--- src/hw/tcc_cfg.svh ---
// Constants for the 16-bit capture/compare timer: offsets, fields, resets.
// Assumes a plain one-cycle register port with read data one cycle later.
`ifndef TCC_CFG_SVH
`define TCC_CFG_SVH

// ****************************************
// Register offsets
// ****************************************
`define TCC_OFS_MODE     3'h0
`define TCC_OFS_CCCTL    3'h1
`define TCC_OFS_OUTCTL   3'h2
`define TCC_OFS_PRESC    3'h3
`define TCC_OFS_COUNT    3'h4
`define TCC_OFS_CCA      3'h5
`define TCC_OFS_CCB      3'h6
`define TCC_OFS_STATUS   3'h7

// ****************************************
// Field positions
// ****************************************
`define TCC_MODE_OVF_BIT     0
`define TCC_MODE_TOGEDGE_BIT 1
`define TCC_MODE_LO_BIT      2
`define TCC_MODE_HI_BIT      3
`define TCC_CC_A_CAP_BIT     0
`define TCC_CC_A_SELB_BIT    1
`define TCC_CC_B_CAP_BIT     2
`define TCC_OUT_EN_BIT       0
`define TCC_OUT_LVL_BIT      1
`define TCC_ES_A_LO_BIT      4
`define TCC_ES_B_LO_BIT      6

// ****************************************
// Reset values and fixed counts
// ****************************************
`define TCC_RST_BYTE   8'h00
`define TCC_RST_WORD   16'h0000
`define TCC_CNT_MAX    16'hffff
`define TCC_PRESC_DIV  8'h01

`endif

--- src/hw/tcc_pkg.sv ---
// Types for the 16-bit capture/compare timer.
// Assumes tcc_cfg.svh is compiled alongside.
package tcc_pkg;

   // Operating modes held in the two-bit mode field
   typedef enum logic [1:0] {
      TCC_STOP  = 2'b00,
      TCC_FREE  = 2'b01,
      TCC_EDGE  = 2'b10,
      TCC_PULSE = 2'b11
   } tcc_mode_e;

   // Valid-edge selections for the capture pins
   typedef enum logic [1:0] {
      TCC_ES_FALL = 2'b00,
      TCC_ES_RISE = 2'b01,
      TCC_ES_NONE = 2'b10,
      TCC_ES_BOTH = 2'b11
   } tcc_edge_e;

endpackage

--- src/hw/tcc_timer.sv ---
// 16-bit up-counting timer with two capture/compare registers and pulse
// generation. Assumes capture pins are already synchronous to sys_clk.
//
// The register offsets and the address-and-strobe port are this design's own decisions.
`timescale 1ns/100ps
`include "tcc_cfg.svh"

// Function
// - Mode 01 runs free, counter increments each count clock.
// - After FFFFH set overflow flag, wrap to 0000H, keep counting.
// - Register A compare match raises first interrupt, counter runs on.
// - Register B compare match raises second interrupt, counter runs on.
// - Register A captures on selected pin A or pin B valid edge.
// - Register B captures only on pin A valid edge.
// - Timer output unavailable while pin B edge detection is used.
// - Both comparing: toggle output and interrupt on either match.
// - Compare/capture: register A match interrupts and toggles output.
// - Compare/capture: pin A edge interrupts and loads register B.
// - Both capturing: no toggle unless edge bit set, then pin A edges.
// - Both capturing: pin A loads register B, pin B loads A.
// - Both capturing with only pin B edges never loads B.
// - Reading the counter register returns the current count.
// - Mode 11 clears counter on register A match, pulse output.
// - Pulse period equals register A plus one count clocks.
// - Duty equals register B plus one over register A plus one.
// - Mode 10 restarts counter on pin A valid edge.
// - In mode 10 counter clears right after capturing on edge.
// - Pulse mode register A match interrupts and clears counter.
module tcc_timer
   import tcc_pkg::*;
#(
   parameter int CW = 16
)(
   input  wire logic          sys_clk,
   input  wire logic          resetn,
   input  wire logic [2:0]    regAddr,
   input  wire logic [7:0]    regWdataLo,
   input  wire logic [15:0]   regWdata,
   input  wire logic          regWr,
   input  wire logic          regRd,
   output logic      [15:0]   regRdata,
   input  wire logic          capturePinA,
   input  wire logic          capturePinB,
   output logic               timerOutputPin,
   output logic               timerOutputEn,
   output logic               irqRegA,
   output logic               irqRegB
);

   // ****************************************
   // Registers
   // ****************************************
   logic [7:0]    modeCtl_q;
   logic [7:0]    ccCtl_q;
   logic [7:0]    outCtl_q;
   logic [7:0]    presc_q;
   logic [CW-1:0] upCounter_q;
   logic [CW-1:0] ccRegA_q;
   logic [CW-1:0] ccRegB_q;
   logic [7:0]    prDiv_q;
   logic          pinA_q;
   logic          pinB_q;
   logic          outLvl_q;

   tcc_mode_e     mode;
   tcc_edge_e     esA;
   tcc_edge_e     esB;
   logic          tick;
   logic          aCap;
   logic          aSelB;
   logic          bCap;
   logic          edgeA;
   logic          edgeB;
   logic          matchA;
   logic          matchB;
   logic          capA;
   logic          capB;
   logic          clrCnt;
   logic          wrMode;
   logic          ovfSet;
   logic          toggle;

   function automatic logic edge_hit(input tcc_edge_e es,
                                     input logic prev,
                                     input logic cur);
      case (es)
         TCC_ES_FALL: edge_hit = prev & ~cur;
         TCC_ES_RISE: edge_hit = ~prev & cur;
         TCC_ES_BOTH: edge_hit = prev ^ cur;
         default:     edge_hit = 1'b0;
      endcase
   endfunction

   assign mode  = tcc_mode_e'(modeCtl_q[`TCC_MODE_HI_BIT:`TCC_MODE_LO_BIT]);
   assign esA   = tcc_edge_e'(presc_q[`TCC_ES_A_LO_BIT +: 2]);
   assign esB   = tcc_edge_e'(presc_q[`TCC_ES_B_LO_BIT +: 2]);
   assign aCap  = ccCtl_q[`TCC_CC_A_CAP_BIT];
   assign aSelB = ccCtl_q[`TCC_CC_A_SELB_BIT];
   assign bCap  = ccCtl_q[`TCC_CC_B_CAP_BIT];
   assign wrMode = regWr && (regAddr == `TCC_OFS_MODE);

   // ****************************************
   // Count clock and edge detection
   // ****************************************
   // Prescaler gives a one-cycle count enable; divide is presc low nibble+1
   always_ff @(posedge sys_clk) begin
      if (!resetn || mode == TCC_STOP || prDiv_q >= {4'h0, presc_q[3:0]})
         prDiv_q <= 8'h00;
      else
         prDiv_q <= prDiv_q + `TCC_PRESC_DIV;
   end
   assign tick = (mode != TCC_STOP) && (prDiv_q >= {4'h0, presc_q[3:0]});

   always_ff @(posedge sys_clk) begin
      if (!resetn) begin
         pinA_q <= 1'b0;
         pinB_q <= 1'b0;
      end else begin
         pinA_q <= capturePinA;
         pinB_q <= capturePinB;
      end
   end
   assign edgeA = edge_hit(esA, pinA_q, capturePinA);
   assign edgeB = edge_hit(esB, pinB_q, capturePinB);

   // Compare matches are evaluated once per count tick
   assign matchA = tick && !aCap && (upCounter_q == ccRegA_q);
   assign matchB = tick && !bCap && (upCounter_q == ccRegB_q);

   assign capA = aCap && (aSelB ? edgeB : edgeA);
   // Register B only sees pin A
   assign capB = bCap && edgeA;

   assign clrCnt = (mode == TCC_PULSE && matchA) ||
                   (mode == TCC_EDGE && edgeA);

   // ****************************************
   // Counter and overflow
   // ****************************************
   // Count, wrap, edge restart
   always_ff @(posedge sys_clk) begin
      if (!resetn)
         upCounter_q <= `TCC_RST_WORD;
      else if (mode == TCC_STOP)
         upCounter_q <= `TCC_RST_WORD;
      else if (clrCnt)
         upCounter_q <= `TCC_RST_WORD;
      else if (tick)
         upCounter_q <= upCounter_q + 16'h0001;
   end

   assign ovfSet = tick && !clrCnt && (upCounter_q == `TCC_CNT_MAX);

   // Sticky overflow: set beats a software clear
   always_ff @(posedge sys_clk) begin
      if (!resetn)
         modeCtl_q <= `TCC_RST_BYTE;
      else if (wrMode)
         modeCtl_q <= {regWdataLo[7:1], regWdataLo[0] | ovfSet};
      else if (ovfSet)
         modeCtl_q[`TCC_MODE_OVF_BIT] <= 1'b1;
   end

   // ****************************************
   // Capture/compare registers
   // ****************************************
   // Register A capture beats a software write
   always_ff @(posedge sys_clk) begin
      if (!resetn)
         ccRegA_q <= `TCC_RST_WORD;
      else if (capA)
         ccRegA_q <= upCounter_q;
      else if (regWr && regAddr == `TCC_OFS_CCA)
         ccRegA_q <= regWdata;
   end

   // Register B capture on pin A
   always_ff @(posedge sys_clk) begin
      if (!resetn)
         ccRegB_q <= `TCC_RST_WORD;
      else if (capB)
         ccRegB_q <= upCounter_q;
      else if (regWr && regAddr == `TCC_OFS_CCB)
         ccRegB_q <= regWdata;
   end

   always_ff @(posedge sys_clk) begin
      if (!resetn) begin
         ccCtl_q  <= `TCC_RST_BYTE;
         outCtl_q <= `TCC_RST_BYTE;
         presc_q  <= `TCC_RST_BYTE;
      end else if (regWr) begin
         if (regAddr == `TCC_OFS_CCCTL)
            ccCtl_q <= regWdataLo;
         if (regAddr == `TCC_OFS_OUTCTL)
            outCtl_q <= regWdataLo;
         if (regAddr == `TCC_OFS_PRESC)
            presc_q <= regWdataLo;
      end
   end

   // ****************************************
   // Interrupts
   // ****************************************
   // One-cycle interrupt pulses
   always_ff @(posedge sys_clk) begin
      if (!resetn) begin
         irqRegA <= 1'b0;
         irqRegB <= 1'b0;
      end else begin
         irqRegA <= matchA || (aCap && edgeB);
         irqRegB <= matchB || capB;
      end
   end

   // ****************************************
   // Timer output
   // ****************************************
   // Toggle sources; both-capture uses pin A only
   assign toggle = matchA || matchB ||
                   (modeCtl_q[`TCC_MODE_TOGEDGE_BIT] && edgeA);

   // Pulse: high from restart until B match
   always_ff @(posedge sys_clk) begin
      if (!resetn)
         outLvl_q <= 1'b0;
      else if (mode == TCC_PULSE) begin
         if (matchA)
            outLvl_q <= 1'b1;
         else if (matchB)
            outLvl_q <= 1'b0;
      end else if (wrMode && regWdataLo[3:2] == 2'b11)
         outLvl_q <= 1'b1;
      else if (toggle)
         outLvl_q <= ~outLvl_q;
   end

   // Pin B edge use takes the output pin away
   always_ff @(posedge sys_clk) begin
      if (!resetn) begin
         timerOutputPin <= 1'b0;
         timerOutputEn  <= 1'b0;
      end else begin
         timerOutputPin <= outLvl_q;
         timerOutputEn  <= outCtl_q[`TCC_OUT_EN_BIT] &&
                           !(aCap && aSelB && esB != TCC_ES_NONE);
      end
   end

   // ****************************************
   // Register read port
   // ****************************************
   // Counter reads live value
   always_ff @(posedge sys_clk) begin
      if (!resetn)
         regRdata <= `TCC_RST_WORD;
      else if (regRd) begin
         case (regAddr)
            `TCC_OFS_MODE:   regRdata <= {8'h00, modeCtl_q};
            `TCC_OFS_CCCTL:  regRdata <= {8'h00, ccCtl_q};
            `TCC_OFS_OUTCTL: regRdata <= {8'h00, outCtl_q};
            `TCC_OFS_PRESC:  regRdata <= {8'h00, presc_q};
            `TCC_OFS_COUNT:  regRdata <= upCounter_q;
            `TCC_OFS_CCA:    regRdata <= ccRegA_q;
            `TCC_OFS_CCB:    regRdata <= ccRegB_q;
            `TCC_OFS_STATUS: regRdata <= {14'h0000, outLvl_q, tick};
            default:         regRdata <= `TCC_RST_WORD;
         endcase
      end else
         regRdata <= `TCC_RST_WORD;
   end

   // ****************************************
   // Checks
   // ****************************************
   a_wrap_to_zero: assert property (@(posedge sys_clk) disable iff (!resetn)
      ovfSet |=> upCounter_q == 16'h0000)
      else $error("counter did not wrap");
   a_ovf_sticky: assert property (@(posedge sys_clk) disable iff (!resetn)
      ovfSet |=> modeCtl_q[0])
      else $error("overflow flag not set");
   a_ovf_hold: assert property (@(posedge sys_clk) disable iff (!resetn)
      modeCtl_q[0] && !wrMode |=> modeCtl_q[0])
      else $error("overflow flag dropped by hardware");
   a_count_step: assert property (@(posedge sys_clk) disable iff (!resetn)
      tick && mode == TCC_FREE && !clrCnt && !ovfSet
      |=> upCounter_q == $past(upCounter_q) + 16'h0001)
      else $error("counter did not step");
   a_irqa_match: assert property (@(posedge sys_clk) disable iff (!resetn)
      matchA |=> irqRegA)
      else $error("missing irq A");
   a_irqb_match: assert property (@(posedge sys_clk) disable iff (!resetn)
      matchB |=> irqRegB)
      else $error("missing irq B");
   a_capb_value: assert property (@(posedge sys_clk) disable iff (!resetn)
      capB |=> ccRegB_q == $past(upCounter_q) && irqRegB)
      else $error("register B capture wrong");
   a_capa_value: assert property (@(posedge sys_clk) disable iff (!resetn)
      capA |=> ccRegA_q == $past(upCounter_q))
      else $error("register A capture wrong");
   a_edge_clear: assert property (@(posedge sys_clk) disable iff (!resetn)
      mode == TCC_EDGE && edgeA |=> upCounter_q == 16'h0000)
      else $error("edge restart missed");
   a_pulse_restart: assert property (@(posedge sys_clk) disable iff (!resetn)
      mode == TCC_PULSE && matchA |=> upCounter_q == 16'h0000 && outLvl_q)
      else $error("pulse restart wrong");
   a_pulse_width: assert property (@(posedge sys_clk) disable iff (!resetn)
      mode == TCC_PULSE && matchB && !matchA |=> !outLvl_q)
      else $error("pulse did not end on B match");
   a_out_blocked: assert property (@(posedge sys_clk) disable iff (!resetn)
      aCap && aSelB && esB != TCC_ES_NONE |=> !timerOutputEn)
      else $error("output enabled with pin B edges");

   c_overflow:  cover property (@(posedge sys_clk) ovfSet);
   c_cap_b:     cover property (@(posedge sys_clk) capB);
   c_pulse:     cover property (@(posedge sys_clk)
      mode == TCC_PULSE && matchA);
   c_edge_clr:  cover property (@(posedge sys_clk)
      mode == TCC_EDGE && edgeA);

endmodule

--- config.mk ---
export PLATFORM = sky130hd
export DESIGN_NAME = tcc_timer
export DESIGN_NICKNAME = d
export VERILOG_FILES = /design/src/hw/tcc_pkg.sv /design/src/hw/tcc_timer.sv
export VERILOG_INCLUDE_DIRS = /design/src /design/src/hw
export SDC_FILE = /design/constraint.sdc
export NUM_CORES = 1
export LEC_CHECK = 0
export BUFFER_PORTS_ARGS = -buffer_cell sky130_fd_sc_hd__buf_2
export CAP_MARGIN = 0
export CORE_ASPECT_RATIO = 1.1
export CORE_MARGIN = 4
export CORE_UTILIZATION = 50
export CTS_CLUSTER_SIZE = 8
export DETAILED_ROUTE_END_ITERATION = 16
export GPL_ROUTABILITY_DRIVEN = 0
export PLACE_DENSITY = 0.75
export SLEW_MARGIN = 20
export SYNTH_ARGS = -nofsm -noshare
export SYNTH_HDL_FRONTEND = slang
export SYNTH_SLANG_ARGS = --single-unit
--- constraint.sdc ---
create_clock -name sys_clk -period 2.9 [get_ports sys_clk]
set_clock_uncertainty 0.1 [all_clocks]
set_input_delay 0.29 -clock sys_clk [delete_from_list [all_inputs] [get_ports sys_clk]]
set_output_delay 0.29 -clock sys_clk [all_outputs]
set_load 0.02 [all_outputs]
==> results of run 1 <==
==> Yosys cell counts, types with 2 or more instances <==
| master | count | share of area, % |
|---|---|---|
| a211oi_1 | 18 | 2.5 |
| a21oi_1 | 52 | 4.7 |
| a221oi_1 | 5 | 0.80 |
| a22o_1 | 2 | 0.32 |
| a22oi_1 | 3 | 0.41 |
| a311oi_1 | 16 | 2.5 |
| a31oi_1 | 3 | 0.34 |
| and2_1 | 4 | 0.45 |
| buf_1 | 3 | 0.20 |
| buf_2 | 14 | 1.3 |
| buf_4 | 2 | 0.27 |
| buf_6 | 2 | 0.41 |
| clkbuf_1 | 31 | 2.1 |
| dfxtp_1 | 111 | 40 |
| ha_1 | 10 | 2.3 |
| inv_1 | 19 | 1.3 |
| mux2i_1 | 38 | 6.9 |
| nand2_1 | 102 | 7.0 |
| nand2b_1 | 4 | 0.45 |
| nand3_1 | 25 | 2.3 |
| nand4_1 | 5 | 0.57 |
| nor2_1 | 95 | 6.5 |
| nor2b_1 | 2 | 0.23 |
| nor3_1 | 5 | 0.45 |
| nor4_1 | 16 | 1.8 |
| o211ai_1 | 6 | 0.82 |
| o21ai_0 | 14 | 1.3 |
| o22ai_1 | 3 | 0.34 |
| or3_1 | 3 | 0.34 |
| xnor2_1 | 17 | 2.7 |
| xor2_1 | 33 | 5.3 |
==> flip-flops by register name, summed over array words and instances, names as in the netlist <==
| register | flops |
|---|---|
| irqRegB | 1 |
| pinA_q | 1 |
| outLvl_q | 1 |
| ccRegB_q | 16 |
| ccCtl_q | 8 |
| ccRegA_q | 16 |
| modeCtl_q | 8 |
| prDiv_q | 8 |
| regRdata | 16 |
| timerOutputEn | 1 |
| irqRegA | 1 |
| pinB_q | 1 |
| upCounter_q | 16 |
| timerOutputPin | 1 |
| outCtl_q | 8 |
| presc_q | 8 |
==> worst max-delay path, delay by kind of cell (launching register included) <==
kind                     cells  cell delay [ps]
AO/OA/AOI/OAI                4              850
AND/OR/NAND/NOR              2              720
flip-flops                   1              350
buffers and inverters        1               60
adder cells (fa/ha/maj)      1              300
==> logic make-up (layout without fill, tap and decap cells) <==
| family | Yosys count | in the layout | share of synthesized area, % |
|---|---|---|---|
| AOI/OAI and AO/OA | 128 | 128 | 15.2 |
| xor gates and xnor gates | 50 | 50 | 7.96 |
| adders and majority gates | 10 | 10 | 2.27 |
| buffers and inverters | 72 | 104 | 5.64 |
| DFF | 111 | 111 | 40.4 |
| muxes | 39 | 39 | 7.12 |
| other | 1 | 3 | 0.0682 |
| and+or+nand+nor | 269 | 269 | 21.4 |
==> stage by stage <==
| stage | hold slack (ps) | std cells | setup WS [ps] | total power [mW] | cell area, µm² |
|---|---|---|---|---|---|
| finish | 99.6 | 857 | 401 | 3.08 | 6130 |
| global route | 106 | 857 | 210 | 3.17 | 6130 |
| CTS | 94.5 | 857 | 420 | 3.09 | 6130 |
| detailed placement | 351 | 843 | 427 | 1.88 | 5850 |
| global placement | 343 | 843 | 529 | 1.87 | 5850 |
| floorplan | 313 | 682 | 645 | 1.77 | 5510 |
==> final cells by class <==
class                           instances  share of cell area, %
Multi-Input combinational cell        499                   48.5
Inverter                               20                   1.22
Clock buffer                           10                   3.90
Clock inverter                          4                  0.775
Timing Repair Buffer                   70                   6.45
Sequential cell                       111                   36.2
Tap cell                              143                   2.92
==> power by group <==
part | total (mW) | internal, mW | switching [mW]
logic | 0.264 | 0.0966 | 0.168
registers | 1.58 | 1.56 | 0.0255
clock network | 1.23 | 0.682 | 0.553
==> per-layer routing <==
| layer | track usage, % | share of wire, % |
|---|---|---|
| met1 | 29.8 | 40 |
| met2 | 39.5 | 49 |
| met3 | 4.33 | 6.3 |
| met4 | 12.5 | 3.9 |
| met5 | 0 | 0 |
==> path summary, 6_finish.rpt <==
path         cells past startpoint              to         start
max                              8  upCounter_q[1]    presc_q[3]
min                              3          pinB_q   capturePinB
max reg2reg                      8  upCounter_q[1]    presc_q[3]
min reg2reg                      2    modeCtl_q[6]  modeCtl_q[6]
==> out/qor.yml, run 1 <==
port_buffers: 52
cts_tree: "built"
netlist_area_mm2: 0.00550
postRouteAntennaNets: 0
ys_seq_elements: 111
grt_max_degree: 34
cts_max_level: 3
grt_pass1_wl_um: 24200
hp-class: "in2reg"
clockBufferDepth: 2
dominantRegCellSynth: "dfxtp_1"
final.period_utilization_pct: 86.2
rows: 39
multi_input_area_mm2: 0.00298
cp_slowest_cell: "or4_4"
cts_resized: 0
coreArea_mm2: 0.0106
worst-path-max-fanout: 16
outcome: "finished, final reports clean"
clk_pin_slew_worst_paths_ps: 70
arrival_ps: 2620
cts_sinks: 111
crit_path_start_kind: "register"
synth_edf_count: 0
n_antenna_cell: 0
dieArea_mm2: 0.0127
register_area_mm2: 0.00222
drt_wl_total_um: 15100
tightest_slew_ps: 708
start_util_pct: 51.9
layout_commonest_cell: "dfxtp_1"
clock-root-buffer: "clkbuf_16"
setup_viol: 0
area_delta_synth_final_pct: 11.5
p_leak_nw: 2.60
drc: 0
first_global_vias: 4775
rsz0062_at_grt: "no"
finalMaxSlewViolations: 0
path_class: "reg2reg"
nets: 754
synth_cell_type_count: 48
powerDensity_mw_per_mm2: 502
r2r_slack_ps: 400
ys_warn_count: 0
utilization_pct: 57.9
fmax_ghz: 0.400
overflow: 0
hpwl_um: 11000
path_cells: "inv_1 > ha_1 > o211ai_1 > a21oi_1 > o22ai_1 > or4_4 > o21ai_4 > nor2_1"
most-common-layout-cells: "dfxtp_1 (111), nand2_1 (102), nor2_1 (95)"
num_vias: 4900
drive_gt1_share_pct: 12.6
required_ps: 3020
critical_path.max_stage_delay_ps: 610
drt-vias-per-instance: 5.72
relSlewSlack_pct: 52.7
wl_per_cell_um: 17.6
io_pins: 53
fin_tns_setup_ps: 0
antenna_found_initial: 0
cp-end-kind: "register"
cts-hold-fix-buffers: 0
hold_viol_final: 0
drv_cap: 0
fillCellCount: 956
first_pass_iters: 5
drtIter0Drc: 361
yosysSeqAreaShare_pct: 40.4
synth_area_per_cell_um2: 8.09
cts_buffers: 9
synthCells: 680
die_h_um: 118
clk_latency_ps: 350
cts_setup_buffers: 0
ys_async_sr_fraction_pct: 0
ir_drop_mv: 0.319
die_w_um: 108
fin_crit_ps: 2500
track_usage_pct: 24.1
(Power assumes the default switching activity.)
==> run 2: changes to the inputs <==
Clock period 2.9 ns to 2.6 ns, I/O delays scaled along.
==> run 2 against run 1 <==
Net effect:
- clock power up 21%
- critical path depth up 1
- register-to-register slack worse by 140 ps
- sequential share of layout area down 0.53 points
- first-iteration DRC count up 8.0%
- highest routed layer unchanged
==> out/qor.yml, run 2 (synthesis gave the netlist of run 1 again) <==
start_util_pct: 51.9
cellInternalPower_mw: 2.71
placed_area_mm2: 0.00589
port_buffers: 52
clk_latency_ps: 370
fmax_ghz: 0.427
hp-class: "in2reg"
n_antenna_cell: 0
die_h_um: 118
final.period_utilization_pct: 90.0
utilization_pct: 58.8
p_total_mw: 3.55
post-route-cell-area_mm2: 0.00622
drt-vias-per-instance: 5.92
relSlewSlack_pct: 54.8
fin_crit_ps: 2340
cp-end-kind: "register"
fillCellCount: 978
r2r_slack_ps: 260
clk_pin_slew_worst_paths_ps: 70
cts_setup_buffers: 0
postRouteAntennaNets: 0
first_global_vias: 5027
crit_buf_inv: 2
drtIter0Drc: 390
antenna_found_initial: 0
cts_tree: "built"
preCtsSetupSlack_ps: 158
coreArea_mm2: 0.0106
first_pass_iters: 5
p_leak_nw: 2.66
grt_pass1_wl_um: 25100
path_cells: "inv_1 > ha_1 > o211ai_1 > a21oi_1 > o22ai_1 > buf_4 > or4bb_1 > nor3b_1 > a211o_1"
hold_viol_final: 0
overflow: 0
cts_buffers: 9
r2r-end: "outLvl_q"
cp_slowest_cell: "or4bb_1"
pwr-share-seq_pct: 49.7
drv_cap: 0
drive_gt1_share_pct: 13.4
fin_tns_setup_ps: 0
tightest_slew_ps: 677
grt_max_degree: 36
path_class: "reg2reg"
layout_commonest_cell: "dfxtp_1"
swShare_pct: 23.8
wl_per_cell_um: 17.9
clkPwrFrac_pct: 41.9
rows: 39
required_ps: 2800
io_pins: 53
rsz0062_at_grt: "no"
arrival_ps: 2550
cts_resized: 0
cts-hold-fix-buffers: 0
area_delta_synth_final_pct: 13.2
powerDensity_mw_per_mm2: 570
p_comb_share_pct: 8.4
drt_wl_total_um: 15400
clockBufferDepth: 2
clock-root-buffer: "clkbuf_16"
track_usage_pct: 25.0
dieArea_mm2: 0.0127
whs_endpoint: "pinB_q"
drc: 0
crit_family: "simple AND/OR/NAND/NOR gates"
outcome: "finished, final reports clean"
ir_drop_mv: 0.407
crit_path_start_kind: "register"
cts_max_level: 3
finalMaxSlewViolations: 0
hpwl_um: 11200
switching_power_mw: 0.844
hp-start: "capturePinB"
die_w_um: 108
cts_sinks: 111
critical_path.max_stage_delay_ps: 490
nets: 761
most-common-layout-cells: "dfxtp_1 (111), nand2_1 (102), nor2_1 (95)"
holdPathStages: 3
reg2reg_depth: 9
num_vias: 5117
r2r-start: "presc_q[3]"
fin_ws_ps: 259
setup_viol: 0
worst-path-max-fanout: 18
==> run 2: how the worst max path moves through the flow <==
stage	cells past startpoint	to	slack, ps	start
finish	9	outLvl_q	260	presc_q[3]
floorplan	9	outLvl_q	340	presc_q[3]
CTS	8	upCounter_q[2]	160	presc_q[3]
global route	9	outLvl_q	150	presc_q[2]
detailed placement	8	upCounter_q[11]	160	presc_q[3]
global placement	8	upCounter_q[13]	260	presc_q[3]
==> run 2: area by class of cell <==
type	count	area (µm²)	share of cell area [%]
timing repair buffer	77	460	7.40
clock inverter	4	70.1	1.13
clock buffer	11	243	3.90
tap	143	179	2.87
multi-input combinational	499	2980	47.8
inverter	20	75.1	1.21
sequential	111	2220	35.7
==> run 2: layer usage <==
metal / vias up / GRT usage (%) / part of all wire [%] / wire length [µm]
met5: - / 0 / 0 / 0
met4: 0 / 14.4 / 4.7 / 731
met3: 57 / 4.77 / 7.2 / 1110
met2: 241 / 40.5 / 48 / 7380
met1: 2414 / 30.7 / 40 / 6220
li1: 2405 / - / - / -
==> run 2: metrics by stage <==
step / hold slack, ps / cells
3_5_place_dp: 343 / 849
4_1_cts: 56.6 / 864
5_1_grt: 68.6 / 865
2_1_floorplan: 283 / 682
3_3_place_gp: 342 / 849
6_report: 59.1 / 865
==> run 2: power groups by stage <==
stage	logic, mW	registers, mW	clock network (mW)
finish	0.299	1.76	1.49
global route	0.326	1.77	1.57
CTS	0.294	1.76	1.50
detailed placement	0.292	1.80	0
global placement	0.287	1.80	0
floorplan	0.179	1.80	0
==> run 2: worst register-to-register path, stage by stage (launching register included) <==
cell and delay, ps:
dfxtp_1 360, inv_1 60, ha_1 290, o211ai_1 90, a21oi_1 150, o22ai_1 150, buf_4 240, or4bb_1 490
nor3b_1 220, a211o_1 140
==> run 3: changes to the inputs <==
Settings changed: CORE_UTILIZATION 50 to 30, PLACE_DENSITY 0.75 to 0.52.
==> run 3 against run 2 <==
Net effect:
- non-clock buffer count grew 2
- via count down 6.7%
- routed wire length grew 8.5%
- fmax grew 0.24%
- combinational power up 3%
- global-route usage shrank 8.2 points
- die area increased by 61%
- hold slack got worse by 6.6 ps
- critical endpoint unchanged
- largest power group unchanged
==> out/qor.yml, run 3 (synthesis gave the netlist of run 1 again) <==
powerDensity_mw_per_mm2: 575
drc: 0
hpwl_um: 12200
crit_path_start_kind: "register"
nets: 763
drv_cap: 0
arrival_ps: 2540
dieArea_mm2: 0.0206
cts_max_level: 3
placed_area_mm2: 0.00606
holdWs_ps: 52.5
fillCellCount: 1919
io_pins: 53
crit_end: "outLvl_q"
required_ps: 2800
setup_viol: 0
finalMaxSlewViolations: 0
antenna_found_initial: 1
r2r-start: "presc_q[2]"
hp-class: "in2reg"
start_util_pct: 30.8
postRouteAntennaNets: 0
port_buffers: 52
ir_drop_mv: 0.299
layout_commonest_cell: "dfxtp_1"
utilization_pct: 35.8
r2r_slack_ps: 260
fin_crit_ps: 2340
outcome: "finished, final reports clean"
fmax_ghz: 0.428
n_antenna_cell: 0
overflow: 0
coreArea_mm2: 0.0179
cts_sinks: 111
fin_cells: 963
relSlewSlack_pct: 54.8
drt-vias-per-instance: 4.96
cts_tree: "built"
drt_wl_total_um: 16800
cts_buffers: 9
clock-root-buffer: "clkbuf_16"
die_h_um: 150
rsz0062_at_grt: "no"
cts_resized: 0
fin_tns_setup_ps: 0
track_usage_pct: 16.8
first_global_vias: 4670
critPathLaunch: "presc_q[2]"
num_vias: 4773
area_delta_synth_final_pct: 16.3
cts_setup_buffers: 0
drtIter0Drc: 351
clk_pin_slew_worst_paths_ps: 80
most-common-layout-cells: "dfxtp_1 (111), nand2_1 (102), nor2_1 (95)"
r2r-end: "outLvl_q"
grt_max_degree: 53
tightest_slew_ps: 676
final.period_utilization_pct: 89.8
reg2reg_depth: 9
cts-hold-fix-buffers: 0
wl_per_cell_um: 17.4
first_pass_iters: 5
drive_gt1_share_pct: 13.8
worst-path-max-fanout: 17
rows: 51
clk_latency_ps: 360
placedCellCount: 947
die_w_um: 137
grt_pass1_wl_um: 26300
clockBufferDepth: 2
p_leak_nw: 2.68
post-route-cell-area_mm2: 0.00639
hold_viol_final: 0
path_class: "reg2reg"
cp-end-kind: "register"
## run 3: cell types whose count changed in the layout (fill, tap and decap cells not counted), sizes merged
cell	before	now
buf	77	79
inv	19	21
clkinv	3	1
bufinv	2	3
## run 3: per-layer routing
layer,up-vias,share of wire [%],GRT usage (%)
met1,2243,47,22.9
met3,12,4.5,2.79
met4,0,1.3,4.79
met2,102,47,27.3
li1,2416,-,-
met5,-,0,0
## run 3: per-stage QoR
step / total power [mW] / setup slack [ps]
after global routing: 3.81 / 145
after detailed placement: 2.11 / 286
after CTS: 3.71 / 265
final: 3.68 / 265
after floorplan: 1.98 / 345
after global placement: 2.11 / 306
## run 3: how the worst min path moves through the flow
stage	endpoint	slack (ps)	cells after the start	start
floorplan	timerOutputEn	280	2	resetn
finish	pinA_q	50	3	capturePinA
global route	pinB_q	60	3	capturePinB
global placement	ccCtl_q[4]	340	2	ccCtl_q[4]
CTS	pinA_q	50	3	capturePinA
detailed placement	ccCtl_q[4]	350	2	ccCtl_q[4]
## run 3: final cells by class
type / count / area, µm² / share of cell area [%]
Clock buffer: 11 / 233 / 3.64
Clock inverter: 5 / 104 / 1.62
Multi-Input combinational cell: 499 / 2980 / 46.5
Inverter: 20 / 75.1 / 1.17
Tap cell: 238 / 298 / 4.66
Timing Repair Buffer: 79 / 488 / 7.63
Sequential cell: 111 / 2220 / 34.7
## run 3: worst max-delay path, stage by stage (launching register included)
cell      delay (ps)
dfxtp_1          360
inv_1             50
ha_1             270
o211ai_1          70
a21oi_1          150
o22ai_1          180
buf_4            250
or4bb_1          490
nor3b_1          210
a211o_1          130
## run 3: where the power goes
part	internal [mW]	switching [mW]	total (mW)
Sequential	1.73	0.0284	1.76
Clock	0.946	0.659	1.60
Combinational	0.112	0.197	0.309
Total	2.79	0.884	3.68
